`config.mk`:
```
export PLATFORM = sky130hd
export DESIGN_NAME = pcsia_core
export DESIGN_NICKNAME = d
export VERILOG_FILES = /design/src/logic/pcsia_pkg.sv /design/src/logic/pcsia_core.sv
export SDC_FILE = /design/constraint.sdc
export NUM_CORES = 1
export LEC_CHECK = 0
export BUFFER_PORTS_ARGS = -buffer_cell sky130_fd_sc_hd__buf_2
export CAP_MARGIN = 40
export CORE_MARGIN = 2
export CORE_UTILIZATION = 57
export CTS_CLUSTER_DIAMETER = 120
export DETAILED_ROUTE_END_ITERATION = 10
export PLACE_DENSITY = 0.79
export SYNTH_ARGS = -nofsm -noshare
export SYNTH_HDL_FRONTEND = slang
export SYNTH_SLANG_ARGS = --single-unit
```
`constraint.sdc`:
```
create_clock -name core_clk -period 9.56 [get_ports core_clk]
set_input_delay 0.956 -clock core_clk [delete_from_list [all_inputs] [get_ports core_clk]]
set_output_delay 0.956 -clock core_clk [all_outputs]
set_load 0.05 [all_outputs]
```
`src/logic/pcsia_pkg.sv`:
```
package pcsia_pkg;
  // Program counter and stack geometry
  localparam int PC_W          = 15;
  localparam int PCH_W         = 7;
  localparam int SP_W          = 5;
  localparam int STACK_DEPTH   = 16;
  localparam logic [4:0] SP_EMPTY    = 5'h1F;
  localparam logic [4:0] SP_LAST     = 5'h0F;
  localparam logic [4:0] SP_RESET    = 5'h1F;
  localparam logic [14:0] PC_RESET   = 15'h0000;
  localparam logic [6:0] LATCH_RESET = 7'h00;
  localparam int CALL_LOW_BITS = 11;

  // Register port offsets (core register addresses within every bank)
  localparam logic [3:0] OFF_PCL     = 4'h2;
  localparam logic [3:0] OFF_PC_HIGH_LATCH  = 4'hA;
  localparam logic [3:0] OFF_SP      = 4'h0;
  localparam logic [3:0] OFF_TOP_OF_STACK_LOW    = 4'h1;
  localparam logic [3:0] OFF_TOP_OF_STACK_HIGH    = 4'h3;
  localparam logic [3:0] OFF_FSR0L   = 4'h4;
  localparam logic [3:0] OFF_FSR0H   = 4'h5;
  localparam logic [3:0] OFF_FSR1L   = 4'h6;
  localparam logic [3:0] OFF_FSR1H   = 4'h7;
  localparam logic [3:0] OFF_FLAGS   = 4'h8;

  // Indirect map
  localparam logic [15:0] IND_PORT0  = 16'h0000;
  localparam logic [15:0] IND_PORT1  = 16'h0001;
  localparam logic [15:0] TRAD_TOP   = 16'h0FFF;
  localparam logic [15:0] LIN_BASE   = 16'h2000;
  localparam logic [15:0] LIN_TOP    = 16'h29AF;
  localparam logic [7:0]  GPR_SPAN   = 8'h50;
  localparam logic [6:0]  GPR_START  = 7'h20;
  localparam logic [6:0]  BANK_SIZE  = 7'h00;
  localparam int FLASH_BIT           = 15;
  localparam int FLASH_EXTRA_CYCLES  = 1;

  // Program counter operations
  typedef enum logic [3:0] {
    PCSIA_OP_NONE, PCSIA_OP_INC, PCSIA_OP_WRITE_PCL, PCSIA_OP_CALL, PCSIA_OP_CALL_VIA_WORKING,
    PCSIA_OP_BRW, PCSIA_OP_BRA, PCSIA_OP_RETURN, PCSIA_OP_RETURN_WITH_LITERAL, PCSIA_OP_RETURN_FROM_INTERRUPT,
    PCSIA_OP_VECTOR
  } pcsia_op_e;

  typedef struct packed {
    pcsia_op_e   op;
    logic [10:0] operand;
    logic [7:0]  wreg;
    logic [14:0] vector;
  } pcsia_cmd_s;

  typedef struct packed {
    logic [3:0] addr;
    logic [7:0] wdata;
    logic       wr;
    logic       rd;
  } pcsia_reg_req_s;

  typedef struct packed {
    logic        valid;
    logic        is_write;
    logic        sel;
    logic [7:0]  wdata;
  } pcsia_ind_req_s;

  typedef struct packed {
    logic        data_en;
    logic        data_wr;
    logic [11:0] data_addr;
    logic [7:0]  data_wdata;
    logic        flash_en;
    logic [14:0] flash_addr;
  } pcsia_mem_req_s;
endpackage

```
`src/logic/pcsia_core.sv`:
```
`timescale 1ns/100ps
// Behaviour
// - PC is 15 bits, low byte accessible
// - Any reset clears the whole PC
// - Writing low byte loads upper bits from latch
// - Call loads 11 low operand bits and four high latch bits
// - Computed call pushes, uses working and latch
// - Working branch: next address plus unsigned working
// - Immediate branch: next address plus signed operand
// - Sixteen-entry 15-bit stack outside address spaces
// - Calls and vectoring push, returns pop, latch kept
// - Stack wraps circularly when error reset off
// - Overflow and underflow flags always set
// - Five-bit pointer selects entry for top access
// - Push increments then writes, pop reads then decrements
// - Empty pointer is 0x1F, first push uses 0
// - Stack error resets device when enabled
// - Indirect port uses 16-bit pointer address
// - Pointer at indirect port reads zero, no write
// - Low 4K pointer range maps banked data directly
// - Linear region views the 80-byte RAM of banks 0 to 30
// - Unimplemented linear reads return zero
// - Pointer top bit reaches flash low byte, read-only
// - Flash indirect access takes one extra cycle
// - Non-power resets leave pointer at empty state
module pcsia_core
  import pcsia_pkg::*;
#(
  parameter int LIN_BANKS = 32
) (
  // Clock and reset
  input  wire logic                     core_clk,
  input  wire logic                     sys_rst,
  input  wire logic                     por_rst,
  // Configuration
  input  wire logic                     stack_error_reset_enable,
  // Instruction sequencing
  input  wire pcsia_pkg::pcsia_cmd_s    cmd,
  output logic [14:0]                   pc_r,
  output logic                          stack_reset_req_r,
  output logic                          stack_overflow_flag_r,
  output logic                          stack_underflow_flag_r,
  // Register port
  input  wire pcsia_pkg::pcsia_reg_req_s reg_req,
  output logic [7:0]                    reg_rdata_r,
  // Indirect data port
  input  wire pcsia_pkg::pcsia_ind_req_s ind_req,
  input  wire logic [7:0]               mem_rdata,
  input  wire logic [13:0]              flash_rdata,
  output pcsia_pkg::pcsia_mem_req_s     mem_req_r,
  output logic [7:0]                    ind_rdata_r,
  output logic                          ind_stall_r
);
  import pcsia_pkg::*;

  logic [14:0] stack_mem [STACK_DEPTH];
  logic [6:0]  pc_high_latch_r;
  logic [4:0]  stack_pointer_reg_r;
  logic [7:0]  ptr_lo_r [2];
  logic [7:0]  ptr_hi_r [2];
  logic [14:0] pc_next;
  logic [4:0]  sp_push, sp_pop;
  logic        is_push, is_pop, ovf_ev, unf_ev;
  logic [15:0] ind_addr;

  // Entry index for a pointer value; the wrap follows the low four bits
  function automatic logic [3:0] slot(input logic [4:0] sp);
    return sp[3:0];
  endfunction

  // Register write decode
  function automatic logic reg_hit(input pcsia_reg_req_s r, input logic [3:0] off);
    return r.wr && (r.addr == off);
  endfunction

  assign is_push  = (cmd.op == PCSIA_OP_CALL) || (cmd.op == PCSIA_OP_CALL_VIA_WORKING) ||
                    (cmd.op == PCSIA_OP_VECTOR);
  assign is_pop   = (cmd.op == PCSIA_OP_RETURN) || (cmd.op == PCSIA_OP_RETURN_WITH_LITERAL) ||
                    (cmd.op == PCSIA_OP_RETURN_FROM_INTERRUPT);
  assign sp_push  = (stack_pointer_reg_r == SP_EMPTY) ? 5'h00 :
                    5'(stack_pointer_reg_r + 5'h01);
  assign sp_pop   = (stack_pointer_reg_r == 5'h00) ? SP_EMPTY :
                    5'(stack_pointer_reg_r - 5'h01);
  // Overflow: pushing while the last level is in use
  assign ovf_ev   = is_push && (stack_pointer_reg_r == SP_LAST ||
                    (stack_pointer_reg_r[4] && stack_pointer_reg_r != SP_EMPTY));
  assign unf_ev   = is_pop && (stack_pointer_reg_r == SP_EMPTY);

  // Next program counter
  always_comb begin
    pc_next = pc_r;
    case (cmd.op)
      PCSIA_OP_INC:    pc_next = 15'(pc_r + 15'h0001);
      PCSIA_OP_WRITE_PCL: pc_next = {pc_high_latch_r, reg_req.wdata};
      PCSIA_OP_CALL:   pc_next = {pc_high_latch_r[6:3], cmd.operand};
      PCSIA_OP_CALL_VIA_WORKING:  pc_next = {pc_high_latch_r, cmd.wreg};
      PCSIA_OP_BRW:    pc_next = 15'(pc_r + 15'h0001 + {7'h00, cmd.wreg});
      PCSIA_OP_BRA:    pc_next = 15'(pc_r + 15'h0001 +
                                     {{6{cmd.operand[8]}}, cmd.operand[8:0]});
      PCSIA_OP_RETURN, PCSIA_OP_RETURN_WITH_LITERAL, PCSIA_OP_RETURN_FROM_INTERRUPT:
                       pc_next = stack_mem[slot(stack_pointer_reg_r)];
      PCSIA_OP_VECTOR: pc_next = cmd.vector;
      default:         pc_next = pc_r;
    endcase
  end

  // Program counter; writing the low byte directly takes priority over the next-PC path
  always_ff @(posedge core_clk) begin
    if (sys_rst || stack_reset_req_r) begin
      pc_r <= PC_RESET;
    end else if (reg_hit(reg_req, OFF_PCL)) begin
      pc_r <= {pc_high_latch_r, reg_req.wdata};
    end else begin
      pc_r <= pc_next;
    end
  end

  // High latch is only touched by software, never by push or pop
  always_ff @(posedge core_clk) begin
    if (sys_rst) begin
      pc_high_latch_r <= LATCH_RESET;
    end else if (reg_hit(reg_req, OFF_PC_HIGH_LATCH)) begin
      pc_high_latch_r <= reg_req.wdata[6:0];
    end
  end

  // Stack pointer; power-on leaves it unknown in silicon, empty here too
  always_ff @(posedge core_clk) begin
    if (sys_rst || stack_reset_req_r) begin
      stack_pointer_reg_r <= SP_RESET;
    end else if (is_push) begin
      stack_pointer_reg_r <= sp_push;
    end else if (is_pop) begin
      stack_pointer_reg_r <= sp_pop;
    end else if (reg_hit(reg_req, OFF_SP)) begin
      stack_pointer_reg_r <= reg_req.wdata[4:0];
    end
  end

  // Stack storage, wraps when error reset is off
  generate
    for (genvar i = 0; i < STACK_DEPTH; i++) begin : g_stack
      always_ff @(posedge core_clk) begin
        if (is_push && slot(sp_push) == 4'(i)) begin
          stack_mem[i] <= (cmd.op == PCSIA_OP_VECTOR) ? pc_r :
                          15'(pc_r + 15'h0001);
        end else if (slot(stack_pointer_reg_r) == 4'(i) && reg_hit(reg_req, OFF_TOP_OF_STACK_LOW)) begin
          stack_mem[i][7:0] <= reg_req.wdata;
        end else if (slot(stack_pointer_reg_r) == 4'(i) && reg_hit(reg_req, OFF_TOP_OF_STACK_HIGH)) begin
          stack_mem[i][14:8] <= reg_req.wdata[6:0];
        end
      end
    end
  endgenerate

  // Error flags and stack error reset
  always_ff @(posedge core_clk) begin
    if (por_rst) begin
      stack_overflow_flag_r  <= 1'b0;
      stack_underflow_flag_r <= 1'b0;
    end else begin
      if (ovf_ev) begin
        stack_overflow_flag_r <= 1'b1;
      end else if (reg_hit(reg_req, OFF_FLAGS) && !reg_req.wdata[0]) begin
        stack_overflow_flag_r <= 1'b0;
      end
      if (unf_ev) begin
        stack_underflow_flag_r <= 1'b1;
      end else if (reg_hit(reg_req, OFF_FLAGS) && !reg_req.wdata[1]) begin
        stack_underflow_flag_r <= 1'b0;
      end
    end
  end

  always_ff @(posedge core_clk) begin
    if (sys_rst) begin
      stack_reset_req_r <= 1'b0;
    end else begin
      stack_reset_req_r <= stack_error_reset_enable && (ovf_ev || unf_ev);
    end
  end

  // File-select pointers
  generate
    for (genvar n = 0; n < 2; n++) begin : g_ptr
      always_ff @(posedge core_clk) begin
        if (sys_rst) begin
          ptr_lo_r[n] <= 8'h00;
          ptr_hi_r[n] <= 8'h00;
        end else begin
          if (reg_hit(reg_req, n == 0 ? OFF_FSR0L : OFF_FSR1L)) begin
            ptr_lo_r[n] <= reg_req.wdata;
          end
          if (reg_hit(reg_req, n == 0 ? OFF_FSR0H : OFF_FSR1H)) begin
            ptr_hi_r[n] <= reg_req.wdata;
          end
        end
      end
    end
  endgenerate

  assign ind_addr = {ptr_hi_r[ind_req.sel], ptr_lo_r[ind_req.sel]};

  // Linear decode: bank and offset into that bank's RAM window
  logic [15:0] lin_off;
  logic [4:0]  lin_bank;
  logic [6:0]  lin_rem;
  logic        lin_ok;
  always_comb begin
    lin_off  = 16'(ind_addr - LIN_BASE);
    lin_bank = 5'(lin_off / 16'(GPR_SPAN));
    lin_rem  = 7'(lin_off % 16'(GPR_SPAN));
    lin_ok   = (ind_addr >= LIN_BASE) && (ind_addr <= LIN_TOP) &&
               (32'(lin_bank) < LIN_BANKS);
  end

  typedef enum {PCSIA_IDLE, PCSIA_FLASH_WAIT} pcsia_ind_e;
  pcsia_ind_e ind_state_r;
  logic       kind_r; // 1: read result comes from data memory, 0: zero, or flash data after a flash request

  // Indirect access; outputs registered one cycle after the request
  // Read data are taken at the next edge, so memory must answer while mem_req_r stands
  always_ff @(posedge core_clk) begin
    if (sys_rst) begin
      mem_req_r   <= '0;
      ind_rdata_r <= 8'h00;
      ind_stall_r <= 1'b0;
      ind_state_r <= PCSIA_IDLE;
      kind_r      <= 1'b0;
    end else begin
      mem_req_r   <= '0;
      ind_stall_r <= 1'b0;
      case (ind_state_r)
        PCSIA_IDLE: begin
          if (kind_r) begin
            ind_rdata_r <= mem_rdata;
          end
          kind_r <= 1'b0;
          if (ind_req.valid) begin
            ind_rdata_r <= 8'h00;
            if (ind_addr[FLASH_BIT]) begin
              mem_req_r.flash_en   <= !ind_req.is_write;
              mem_req_r.flash_addr <= ind_addr[14:0];
              ind_stall_r          <= 1'b1;
              ind_state_r          <= PCSIA_FLASH_WAIT;
            end else if (ind_addr == IND_PORT0 || ind_addr == IND_PORT1) begin
              mem_req_r <= '0;
            end else if (ind_addr <= TRAD_TOP) begin
              mem_req_r.data_en    <= 1'b1;
              mem_req_r.data_wr    <= ind_req.is_write;
              mem_req_r.data_addr  <= ind_addr[11:0];
              mem_req_r.data_wdata <= ind_req.wdata;
              kind_r               <= !ind_req.is_write;
            end else if (lin_ok) begin
              mem_req_r.data_en    <= 1'b1;
              mem_req_r.data_wr    <= ind_req.is_write;
              mem_req_r.data_addr  <= {lin_bank, GPR_START | BANK_SIZE} +
                                      12'(lin_rem);
              mem_req_r.data_wdata <= ind_req.wdata;
              kind_r               <= !ind_req.is_write;
            end
          end
        end
        PCSIA_FLASH_WAIT: begin
          ind_rdata_r <= flash_rdata[7:0];
          ind_state_r <= PCSIA_IDLE;
        end
        default: ind_state_r <= PCSIA_IDLE;
      endcase
    end
  end

  // Register read port
  always_ff @(posedge core_clk) begin
    if (sys_rst) begin
      reg_rdata_r <= 8'h00;
    end else if (reg_req.rd) begin
      case (reg_req.addr)
        OFF_PCL:    reg_rdata_r <= pc_r[7:0];
        OFF_PC_HIGH_LATCH: reg_rdata_r <= {1'b0, pc_high_latch_r};
        OFF_SP:     reg_rdata_r <= {3'h0, stack_pointer_reg_r};
        OFF_TOP_OF_STACK_LOW:   reg_rdata_r <= stack_mem[slot(stack_pointer_reg_r)][7:0];
        OFF_TOP_OF_STACK_HIGH:   reg_rdata_r <= {1'b0, stack_mem[slot(stack_pointer_reg_r)][14:8]};
        OFF_FSR0L:  reg_rdata_r <= ptr_lo_r[0];
        OFF_FSR0H:  reg_rdata_r <= ptr_hi_r[0];
        OFF_FSR1L:  reg_rdata_r <= ptr_lo_r[1];
        OFF_FSR1H:  reg_rdata_r <= ptr_hi_r[1];
        OFF_FLAGS:  reg_rdata_r <= {6'h00, stack_underflow_flag_r, stack_overflow_flag_r};
        default:    reg_rdata_r <= 8'h00;
      endcase
    end
  end
endmodule

```
==> flow_summary.json <==
{
  "status": "finished, final reports clean",
  "remaining_drc_errors": 0,
  "max_stage_delay_ns": 0.49,
  "period_share_pct": 87.29,
  "fp.dieH_microns": 199.5,
  "grt_max_degree": 45,
  "worst-setup-path-type": "in2reg",
  "floorplan.rows": 71,
  "cts_sinks": 363,
  "power_switching_mw": 1.750,
  "min_period_ns": 8.345,
  "yosys.area_share.simple_pct": 14.53,
  "slew_headroom_pct": 31.22,
  "synth_fa_ha_area_share_pct": 1.631,
  "leakagePower_nw": 9.355,
  "ir_worst_vdd_uv": 208.2,
  "combPwrFrac_pct": 32.5,
  "setup_viol": 0,
  "critPathCaptureType": "flip-flop",
  "start_util_pct": 57.85,
  "ant_nets": 0,
  "hold_viol_final": 0,
  "root_buffer": "clkbuf_16",
  "clk_path_buf_depth": 3,
  "seqPwrFrac_pct": 35.7,
  "synth_edf_count": 272,
  "syn_to_final_growth_pct": 12.57,
  "worst_pin_slew_ns": 1.032,
  "dieArea_sq_um": 39810,
  "io_pins": 162,
  "vias": 17890,
  "slew_viol_final": 0,
  "synth_top_area_cell": "edfxtp_1",
  "power_mw": 5.140,
  "routedWlPerCell_microns": 24.38,
  "placedCellCount": 2619,
  "antenna_found_initial": 0,
  "nNetsFinal": 2272,
  "critPathMostFrequentCell": "xnor2_1",
  "avgSynthCellArea_sq_um": 10.66,
  "synth_area_leaders": "edfxtp_1 37%, dfxtp_1 8.4%, mux4_2 7.8%",
  "power_density_nw_per_um2": 209.5,
  "p_int_mw": 3.390,
  "tritoncts": "yes",
  "numCtsBuffers": 39,
  "r2r_cells": 28,
  "synth_compound_area_share_pct": 14.24,
  "layout-drive-gt1-share_pct": 25.53,
  "synth_mux_area_share_pct": 16.92,
  "drv_cap": 0,
  "grt_pass1_wl_mm": 98.51,
  "crit_fanout": 32,
  "required_ns": 9.99,
  "min_path_cells": 2,
  "nFillCells": 2910,
  "synthFlopType": "edfxtp_1",
  "grt_pass1_vias": 17030,
  "busiest_layer": "met2",
  "syn_nets": 2160,
  "met1_usage_pct": 43.09,
  "die_w_microns": 199.5,
  "arrival_ns": 8.78,
  "drtIter0Drc": 2211,
  "core-area_sq_um": 37670,
  "clock_latency_ns": 0.58,
  "synth_top_family_by_area": "multiplexers",
  "gp_congestion": 0.9494,
  "cts_setup_buffers": 0,
  "instances_no_fill": 2698,
  "dr.pass1.iters": 6,
  "synth-xor-area-share_pct": 3.577,
  "max_freq_ghz": 0.1198,
  "clkPwrFrac_pct": 31.8,
  "clock_skew_ns": 0.03323,
  "synth_seq_cells": 363,
  "switching_share_pct": 34.05,
  "h-tree-depth": 2,
  "slowest_stage": "xnor2_2",
  "synth_area_sq_um": 21790,
  "hp-class": "reg2reg",
  "seq_area_frac_synth_pct": 45.84,
  "grt_use_total_pct": 32.57,
  "synth.top_cell.area_share_pct": 37.48,
  "grt.overflow.total": 0,
  "cts_resized": 0,
  "hold_buffers": 0,
  "yosysWarnings": 0,
  "met3_usage_pct": 9.063,
  "async_flop_share_pct": 0,
  "tns_ns": 0,
  "path_clk_slew_ns": 0.06,
  "dp_hpwl_mm": 46.61,
  "grt_use_met2_pct": 51.13,
  "rsz0062_at_grt": "false",
  "ys_types": 103,
  "portBuffers": 155,
  "wirelength_mm": 65.77,
  "cp-start-kind": "input pin",
  "syn_inst": 2044,
  "viasPerCell": 6.631
}
-- cell usage after synthesis, types with 26 or more instances --
master and instances:
a21oi_1 185, nor2_1 264, mux2i_1 36, and2_1 50, nand2_1 122, a22oi_1 28
o21ai_0 68, xor2_1 27, xnor2_1 52, nor3_1 54, mux4_2 75, nand3_1 56
dfxtp_1 91, ha_1 26, clkbuf_1 128, mux2_2 140, edfxtp_1 272
-- kinds of logic (layout without fill, tap and decap cells) --
family / after synthesis / after routing
AOI/OAI and AO/OA: 470 / 470
buffers and inverters: 182 / 324
xor gates and xnor gates: 84 / 84
muxes: 254 / 254
adders and majority gates: 28 / 28
DFF: 363 / 363
and+or+nand+nor: 663 / 663
other: 0 / 1
-- final timing paths --
path,from,endpoint,slack (ns)
worst max-delay path,ind_req[8],mem_req_r[35]$_SDFF_PP0_,1.22
worst min-delay path,ind_rdata_r[2]$_SDFFE_PP0P_,ind_rdata_r[2]$_SDFFE_PP0P_,0.49
worst max register to register,ptr_hi_r[0][5]$_SDFFCE_PN0P_,mem_req_r[35]$_SDFF_PP0_,1.31
worst min register to register,ind_rdata_r[2]$_SDFFE_PP0P_,ind_rdata_r[2]$_SDFFE_PP0P_,0.49
-- layout make-up --
class / count / area, sq um / share of cell area (%)
Multi-Input combinational cell: 1499 / 11100 / 45.26
Sequential cell: 363 / 9995 / 40.74
Timing Repair Buffer: 227 / 1306 / 5.325
Clock buffer: 45 / 1040 / 4.239
Tap cell: 511 / 639.4 / 2.606
Clock inverter: 26 / 349.1 / 1.423
Inverter: 26 / 97.59 / 0.3978
Antenna cell: 1 / 2.502 / 0.01020
-- cells in the final DEF (no fill, tap or decap), types with 40 or more instances in the layout --
master,count
dfxtp_1,89
nand3_1,56
xnor2_1,52
buf_4,46
buf_2,178
nor3_1,54
nand2_1,122
o21ai_0,67
clkbuf_16,40
a21oi_1,185
and2_1,50
edfxtp_1,272
mux4_2,75
nor2_1,264
mux2_2,140
-- sequential cells by signal, indices dropped and copies added, names as in the netlist, 5 cells and up, named ones only --
name / cells
stack_mem: 240
mem_req_r: 38
ptr_hi_r: 16
ptr_lo_r: 16
pc_r: 15
ind_rdata_r: 8
reg_rdata_r: 8
pc_high_latch_r: 7
stack_pointer_reg_r: 5
-- stage by stage --
stage	hold slack (ns)	setup slack (ns)	instance area [sq um]	util [%]
2_1_floorplan	0.4966	1.476	21790	-
3_3_place_gp	0.4675	0.9948	22830	60.62
3_5_place_dp	0.4768	0.7966	23090	61.29
4_1_cts	0.4887	1.339	24480	64.98
5_1_grt	0.5025	0.8065	24530	65.12
6_report	0.4881	1.215	24530	65.13
-- worst max-delay path: cells and delay by family --
family	cells	cell delay, ns
compound gates	12	3.24
fa+ha+maj	2	0.56
buf+inv	3	0.67
xor+xnor	6	1.36
simple gates	5	1.45
mux	2	0.49
-- layer usage --
layer  wire [microns]  part of all wire, %
met4             2391                  3.6
met5                0                    0
met2            30020                   46
met1            25290                   38
met3             8064                   12
-- power groups by stage --
stage	Sequential [mW]	Combinational [mW]	Clock, mW
global route	1.84	1.80	1.70
floorplan	1.87	1.22	0
global placement	1.86	1.56	0
detailed placement	1.86	1.61	0
CTS	1.83	1.62	1.64
finish	1.83	1.67	1.63
(Power assumes the default switching activity.)
